## config.mk

```make
export PLATFORM = sky130hd
export DESIGN_NAME = oasr_resolver
export DESIGN_NICKNAME = d
export VERILOG_FILES = /design/src/shared/oasr_pkg.sv /design/src/rtl/oasr_resolver.sv
export SDC_FILE = /design/constraint.sdc
export NUM_CORES = 1
export LEC_CHECK = 0
export BUFFER_PORTS_ARGS = -buffer_cell sky130_fd_sc_hd__buf_4
export CAP_MARGIN = 25
export CORE_MARGIN = 5
export CORE_UTILIZATION = 49
export CTS_BUF_LIST = sky130_fd_sc_hd__clkbuf_8
export DETAILED_ROUTE_END_ITERATION = 8
export PLACE_DENSITY_LB_ADDON = 0.15
export RECOVER_POWER = 100
export SYNTH_ARGS = -nofsm -noshare
export SYNTH_HDL_FRONTEND = slang
export SYNTH_SLANG_ARGS = --single-unit
```

## constraint.sdc

```tcl
create_clock -name clk_sys_in -period 2.09 [get_ports clk_sys_in]
set_clock_uncertainty 0.15 [all_clocks]
set_input_delay 0.418 -clock clk_sys_in [delete_from_list [all_inputs] [get_ports clk_sys_in]]
set_output_delay 0.418 -clock clk_sys_in [all_outputs]
set_load 0.01 [all_outputs]
```

## src/shared/oasr_pkg.sv

```systemverilog
// Purpose: Shared types and constants of the operand and address size resolver.
// Assumes: One core clock; software reaches the control word over classic Wishbone.
// Notes:   Every offset, field position and reset value used by the logic lives here.
package oasr_pkg;

    // ************************************************************
    // Register map, field positions and reset values
    // ************************************************************
    localparam int WB_AW = 8;
    localparam logic [WB_AW-1:0] OFS_CTRL = 8'h00;
    localparam logic [WB_AW-1:0] OFS_STAT = 8'h04;
    localparam logic [WB_AW-1:0] OFS_CNT = 8'h08;
    localparam int CTRL_MODE_LSB = 0;
    localparam int CTRL_D_BIT = 2;
    localparam int CTRL_L_BIT = 3;
    localparam int STAT_OPSZ_LSB = 0;
    localparam int STAT_ADSZ_LSB = 2;
    localparam int STAT_ERR_BIT = 4;
    localparam logic [31:0] CNT_RST = 32'h0000_0000;
    localparam logic [31:0] CNT_ONE = 32'h0000_0001;

    // ************************************************************
    // Prefix fields and register numbers
    // ************************************************************
    localparam int EXT_FIELD_W = 4;
    localparam int WIDE_OP_BIT = 3;
    localparam logic [3:0] GPR_A = 4'h0;
    localparam logic [3:0] GPR_D = 4'h2;
    localparam logic [3:0] HI_BYTE_OFS = 4'h4;
    localparam logic [3:0] CR_EXTRA = 4'h8;
    localparam logic [63:0] OFS_MASK16 = 64'h0000_0000_0000_ffff;
    localparam logic [63:0] OFS_MASK32 = 64'h0000_0000_ffff_ffff;
    localparam logic [63:0] OFS_MASK64 = 64'hffff_ffff_ffff_ffff;

    // ************************************************************
    // Enumerations
    // ************************************************************
    typedef enum logic [1:0] {
        MODE_REAL = 2'b00,
        MODE_PROT = 2'b01,
        MODE_V86 = 2'b10,
        MODE_SYS_MGMT = 2'b11
    } oasr_mode_t;

    typedef enum logic [1:0] {
        SZ8 = 2'b00,
        SZ16 = 2'b01,
        SZ32 = 2'b10,
        SZ64 = 2'b11
    } oasr_size_t;

    typedef enum logic [1:0] {
        OPC_PLAIN = 2'b00,
        OPC_ARITH = 2'b01,
        OPC_DIVIDE = 2'b10,
        OPC_PAIR = 2'b11
    } oasr_opc_t;

    // ************************************************************
    // Carriers
    // ************************************************************
    typedef struct packed {
        logic valid;
        logic pfx_66;
        logic pfx_67;
        logic pfx_ext;
        logic [EXT_FIELD_W-1:0] ext;
        logic simd_mand;
        oasr_opc_t opc;
        logic imm_present;
        logic imm_wide;
        logic byte_op;
        logic reg8_used;
        logic [3:0] reg8_idx;
        logic [3:0] vec_idx;
        logic cr_acc;
        logic [3:0] cr_idx;
    } oasr_insn_t;

    typedef struct packed {
        logic valid;
        oasr_size_t op_size;
        oasr_size_t addr_size;
        logic [63:0] ofs_mask;
        logic [3:0] reg8_idx;
        logic reg8_high;
        logic [3:0] pair_hi;
        logic [3:0] pair_lo;
        logic pair_128;
        logic illegal;
    } oasr_res_t;

    typedef struct packed {
        logic cyc;
        logic stb;
        logic we;
        logic [WB_AW-1:0] adr;
        logic [3:0] sel;
        logic [31:0] dat;
    } oasr_wbm_t;

    typedef struct packed {
        logic ack;
        logic [31:0] dat;
    } oasr_wbs_t;

endpackage

```

## src/rtl/oasr_resolver.sv

```systemverilog
// Purpose: Resolve effective operand and address size of each decoded instruction.
// Assumes: Prefix scan delivers one instruction per cycle on the core clock.
// Notes:   The result is registered, leaving this stage one edge after it entered.
//
// Added by the designer: the register offsets and the Wishbone slave port.

// Function
// (RULE_01) Protected mode: default-size flag set gives 32-bit defaults, clear gives 16.
// (RULE_02) Real, virtual-8086 and system management mode always default to 16 bits.
// (RULE_03) 16-bit attribute allows 8/16-bit operands, 32-bit attribute allows 8/32.
// (RULE_04) 16-bit address attribute makes offsets and displacements 16 bits wide.
// (RULE_05) 32-bit address attribute makes offsets and displacements 32 bits wide.
// (RULE_06) Size prefixes affect only their own instruction; next one uses defaults.
// (RULE_07) Outside 64-bit mode, 66H flips operand size against the default flag.
// (RULE_08) Outside 64-bit mode, 67H flips address size against the default flag.
// (RULE_09) 64-bit mode defaults: 64-bit addresses, 32-bit operands.
// (RULE_10) 64-bit mode never gives 16-bit addresses; 67H selects 32 bits.
// (RULE_11) 64-bit mode with the wide operand bit gives 64-bit operands.
// (RULE_12) 66H alone gives 16-bit operands; wide operand bit overrides 66H.
// (RULE_13) Register extension prefix is a 4-bit field holding the wide bit.
// (RULE_14) Mandatory SIMD 66H/F2H/F3H never change operand size.
// (RULE_15) Immediates allowed except on divides and never beyond a doubleword.
// (RULE_16) Register pair: high half from first named register, low from second.
// (RULE_17) Long mode: new low bytes need extension prefix, legacy high bytes forbid it.
// (RULE_18) Long mode offers sixteen vector registers, control register 8, 128-bit pair.
// (RULE_19) Sizes leave together with the decoded instruction in the same cycle.
module oasr_resolver
    import oasr_pkg::*;
(
    // Clock and reset.
    input wire logic clk_sys_in,
    input wire logic rst_n_in,
    // Instruction from prefix scan.
    input wire oasr_insn_t insn_in,
    // Resolved instruction to execute stages.
    output oasr_res_t res_out,
    // Wishbone register port.
    input wire oasr_wbm_t wb_in,
    output oasr_wbs_t wb_out
);

    // ************************************************************
    // State
    // ************************************************************
    typedef struct packed {
        oasr_mode_t mode;
        logic cs_d;
        logic cs_l;
        logic err;
        logic [31:0] cnt;
        oasr_res_t res;
        oasr_wbs_t wbs;
    } oasr_state_t;

    oasr_state_t s_q;
    oasr_state_t s_d;

    // ************************************************************
    // Size resolution
    // ************************************************************
    logic long_m;
    logic def32;
    logic ext_v;
    logic wide;
    logic o66;
    logic reg8_bad;
    logic vec_bad;
    logic cr_bad;
    logic imm_bad;
    oasr_size_t op_sz;
    oasr_size_t ad_sz;

    // Mode qualifiers; the long flag counts only in protected mode.
    always_comb begin
        long_m = (s_q.mode == MODE_PROT) && s_q.cs_l; // RULE_09
        def32 = (s_q.mode == MODE_PROT) && s_q.cs_d; // RULE_01 RULE_02
        ext_v = long_m && insn_in.pfx_ext; // RULE_13
        wide = ext_v && insn_in.ext[WIDE_OP_BIT]; // RULE_11
        o66 = insn_in.pfx_66 && !insn_in.simd_mand; // RULE_14
    end

    // Sizes derive only from mode, D, L and this instruction's own fields, never from earlier instructions.
    always_comb begin
        if (long_m) begin
            ad_sz = insn_in.pfx_67 ? SZ32 : SZ64; // RULE_10
            if (wide) begin
                op_sz = SZ64; // RULE_12
            end else if (o66) begin
                op_sz = SZ16; // RULE_12
            end else begin
                op_sz = SZ32; // RULE_09
            end
        end else begin
            op_sz = (def32 ^ o66) ? SZ32 : SZ16; // RULE_07 RULE_06
            ad_sz = (def32 ^ insn_in.pfx_67) ? SZ32 : SZ16; // RULE_08 RULE_06
        end
        if (insn_in.byte_op) begin
            op_sz = SZ8; // RULE_03
        end
    end

    // Legality checks; a bad encoding is flagged, not silently repaired.
    always_comb begin
        reg8_bad = 1'b0;
        if (insn_in.reg8_used && !ext_v && insn_in.reg8_idx[3]) begin
            reg8_bad = 1'b1; // RULE_17
        end
        vec_bad = !long_m && insn_in.vec_idx[3]; // RULE_18
        cr_bad = insn_in.cr_acc && !long_m && (insn_in.cr_idx == CR_EXTRA); // RULE_18
        imm_bad = insn_in.imm_present && ((insn_in.opc == OPC_DIVIDE) || insn_in.imm_wide); // RULE_15
    end

    // ************************************************************
    // Next state
    // ************************************************************
    always_comb begin
        s_d = s_q;
        // Result stage register: one instruction in, one out per cycle.
        s_d.res.valid = insn_in.valid; // RULE_19
        if (insn_in.valid) begin
            s_d.res.op_size = op_sz;
            s_d.res.addr_size = ad_sz;
            if (ad_sz == SZ16) begin
                s_d.res.ofs_mask = OFS_MASK16; // RULE_04
            end else if (ad_sz == SZ32) begin
                s_d.res.ofs_mask = OFS_MASK32; // RULE_05
            end else begin
                s_d.res.ofs_mask = OFS_MASK64;
            end
            // Without the prefix, numbers 4 to 7 name the legacy high bytes.
            if (!ext_v && (insn_in.reg8_idx[3:2] == 2'b01)) begin
                s_d.res.reg8_high = insn_in.reg8_used; // RULE_17
                s_d.res.reg8_idx = insn_in.reg8_idx - HI_BYTE_OFS;
            end else begin
                s_d.res.reg8_high = 1'b0; // RULE_17
                s_d.res.reg8_idx = insn_in.reg8_idx;
            end
            s_d.res.pair_hi = (insn_in.opc == OPC_PAIR) ? GPR_D : GPR_A; // RULE_16
            s_d.res.pair_lo = GPR_A; // RULE_16
            s_d.res.pair_128 = (insn_in.opc == OPC_PAIR) && wide; // RULE_18
            s_d.res.illegal = reg8_bad || vec_bad || cr_bad || imm_bad;
            s_d.cnt = s_q.cnt + CNT_ONE;
        end
        // Wishbone slave: ack rises one cycle after the request, then drops.
        s_d.wbs.ack = wb_in.cyc && wb_in.stb && !s_q.wbs.ack;
        s_d.wbs.dat = '0;
        if (wb_in.cyc && wb_in.stb && !s_q.wbs.ack) begin
            if (wb_in.adr == OFS_CTRL) begin
                s_d.wbs.dat[CTRL_MODE_LSB +: 2] = s_q.mode;
                s_d.wbs.dat[CTRL_D_BIT] = s_q.cs_d;
                s_d.wbs.dat[CTRL_L_BIT] = s_q.cs_l;
                if (wb_in.we && wb_in.sel[0]) begin
                    s_d.mode = oasr_mode_t'(wb_in.dat[CTRL_MODE_LSB +: 2]);
                    s_d.cs_d = wb_in.dat[CTRL_D_BIT];
                    s_d.cs_l = wb_in.dat[CTRL_L_BIT];
                end
            end else if (wb_in.adr == OFS_STAT) begin
                s_d.wbs.dat[STAT_OPSZ_LSB +: 2] = s_q.res.op_size;
                s_d.wbs.dat[STAT_ADSZ_LSB +: 2] = s_q.res.addr_size;
                s_d.wbs.dat[STAT_ERR_BIT] = s_q.err;
                if (wb_in.we && wb_in.sel[0] && wb_in.dat[STAT_ERR_BIT]) begin
                    s_d.err = 1'b0;
                end
            end else if (wb_in.adr == OFS_CNT) begin
                s_d.wbs.dat = s_q.cnt;
            end
        end
        // Sticky error; a new bad instruction wins over a clear in the same cycle.
        if (s_q.res.valid && s_q.res.illegal) begin
            s_d.err = 1'b1;
        end
    end

    // ************************************************************
    // State register
    // ************************************************************
    always_ff @(posedge clk_sys_in or negedge rst_n_in) begin
        if (!rst_n_in) begin
            s_q <= '0;
            s_q.mode <= MODE_REAL;
            s_q.cnt <= CNT_RST;
            s_q.res.op_size <= SZ16;
            s_q.res.addr_size <= SZ16;
            s_q.res.ofs_mask <= OFS_MASK16;
        end else begin
            s_q <= s_d;
        end
    end

    assign res_out = s_q.res;
    assign wb_out = s_q.wbs;
endmodule // oasr_resolver

```

==> results.md <==
* Via density at 4.77
* Worst reg2reg path startpoint: s_q[117]
* Hold Slack at 140 ps
* Post-synthesis cell area at about 4500 sq um
* Overall power at ~3.3 mW
* Setup crit end kind: flop
* Kind of critical path: flop to flop
* Util after Layout at 52.6%
* Netlist cell types at 48
* Initial core utilization at 50.6%
* Slew Limit Fails at 0
* I/O Pins at 194
* Vias in the first global route at around 2800
* GRT overflow at 0
* Final Wtd Congestion at ~0.8
* Antenna violations before repair at 0
* Post-Layout Inst Area at between 4000 and 5000 sq um
* CTS H-tree depth at 3
* Crit Path Max Fanout at 9
* Worst path cell trace: ha_1 > and3_1 > and4_1 > buf_4 > nand4_1 > xnor2_1
* Hold path start: insn_in[10]
* Worst setup path startpoint: s_q[117]
* Antenna Violating Nets Remaining at 0
* DR WL/cell at around 14 microns
* CTS Hold Bufs at 1
* Post-cts resize count at 0
* Combinational power share at between 10% and 20%
* GRT Total Usage at 14.9%
* Power Internal at about 2.3 mW
* Slew @ Worst Pin at 1040 ps
* CP Launch Type: flop
* Rows at 34
* Fmax at ~540 MHz
* Setup violators final at 0
* TritonCTS clock tree: built
* Largest net degree at the start of global routing at 85
* Switching share of power at between 20 and 30%
* Slew headroom at a little under a third
* P&R area growth vs syn at 4.05%
* Post-Synthesis Cells at ~420
* CTS root buf: clkbuf_8
* Ys async rst share at 100%
* Worst vdd rail ir drop at 0.342 mV
* CTS clk-pin slew, worst paths at roughly 90 ps
* Final worst path period share at 88.1%
* Placed instance area at between 4000 and 5000 sq um
* Worst EP required at roughly 2200 ps
* Avg Inst Size Synth at ~11 sq um
* Commonest non-fill, non-tap cells in the layout: clkbuf_1, dfrtp_1, buf_4, xnor2_1, conb_1
* Nets at 545
* Setup TNS at 0 ps
* TritonCTS Buffers at 9
* Commonest non-fill, non-tap cell in the layout: clkbuf_1
* Fraction of layout cells with a size suffix above 1 at 18.0%
* Leakage at roughly 2.1 nW
* Routed vias at ~2800
* Die H at roughly 110 microns
* Core area at roughly 8800 sq um
* Minimum clock period at 1840 ps
* Slowest stage delay, CP at 440 ps
* Clock Sinks at 84
* Chip width at between 100 and 150 microns
* Layout Cells excl Fill at around 580
* Number of synthesized register bits at 84
* Bufs on Longest Clock Path at 2
* Dpl hpwl at ~5.7 mm
* Iteration-0 DRC Markers at 126
* Sequential element share of the synthesized area at a little under half
* I/O Buffers at ~130
* DR pass1 iterations at 4
* Setup bufs post-CTS at 0
* Final Routed Wirelength at roughly 8 mm
* Number of placed cells counting well taps at between 500 and 600
* # Max-Cap Violations at 0
* Clock share of power at ~33%
* WP data arrival at 1950 ps
* Primary FF master, synth: dfrtp_1
* RSZ-0062 raised after global routing: no
* Dpl ws at 90.2 ps
* HP Class: primary input to flop
* Antenna fix cells at 0
* Setup WS post-layout at around 250 ps
* Syn. warnings at 0
* Post-synth EDFFs at 0
* First-pass GRT wire length at ~13 mm
* Die Area at 11100 sq um
* Sequential power share at 55.9%
* Final Hold Viols at 0
* Status: finished, final reports clean
* Max stage delay cell, worst path: dfrtp_1
* DR DRC count at 0
* Sw power at 953 uW
* Pwr dens at 709 nW/um^2
* Clk_lat worst skew at 360 ps
state kept, by name, indices dropped and copies added (netlist names):
name	flops
s_q	37
wb_out	33
res_out	14
cell type report:
type | instances | area, sq um
sequential | 84 | 2100
timing repair buffer | 142 | 721
fill | 873 | 4170
tap | 108 | 135
clock inverter | 7 | 56.3
inverter | 13 | 48.8
clock buffer | 9 | 124
multi-input combinational | 216 | 1440
Yosys cell counts (all sizes together) (3+ instances only):
master / n / area (sq um)
buf: 120 / 902
dfrtp: 82 / 2050
and2: 28 / 175
xnor2: 24 / 210
nand2: 21 / 78.8
nor2: 15 / 58.8
nand4: 14 / 93.8
inv: 13 / 48.8
nand3: 13 / 65.1
mux2: 12 / 135
o21ai: 9 / 45.0
xor2: 9 / 86.3
and4: 6 / 57.6
clkbuf: 5 / 21.3
nor3: 5 / 46.3
a21oi: 4 / 20.0
a221oi: 4 / 35.0
and3: 4 / 25.0
mux2i: 3 / 30.0
nor4b: 3 / 47.5
power by group through the flow:
stage	registers [mW]	clock network, mW	logic [mW]
floorplan	1.84	0	0.308
global placement	1.86	0	0.405
detailed placement	1.87	0	0.416
CTS	1.84	1.11	0.420
global route	1.86	1.18	0.421
finish	1.83	1.08	0.373
final timing paths:
| kind | cells past startpoint | slack, ps | to |
|---|---|---|---|
| max in group asynchronous | 3 | 380 | wb_out[8] |
| hold reg to reg | 1 | 330 | s_q[148] |
| min in group asynchronous | 3 | 710 | res_out[13] |
| hold / removal | 2 | 140 | res_out[12] |
| setup reg to reg | 6 | 250 | s_q[135] |
| setup / recovery | 6 | 250 | s_q[135] |
cell families after synthesis:
logic type      Yosys count  share of synthesized area [%]
flops                    84                           47.3
simple gates            117                           15.9
compound gates           26                           3.85
fa+ha+maj                 2                          0.562
buf+inv                 138                           21.8
other cells               2                          0.169
mux                      15                           3.71
xor+xnor                 33                           6.66
worst max-delay path, delay by kind of cell (launching register included):
family	cells	cell delay, ps
and+or+nand+nor	3	610
DFF	1	440
adders and majority gates	1	210
buffers and inverters	1	180
xor gates and xnor gates	1	150
layer usage:
layer	routed length, microns	global-route usage, %	part of all wire [%]
met5	0	0	0
met4	171	6.56	2.1
met3	664	5.13	8.2
met2	3780	23.1	47
met1	3450	18.9	43
No activity file was read; power rests on OpenSTA's default activity.
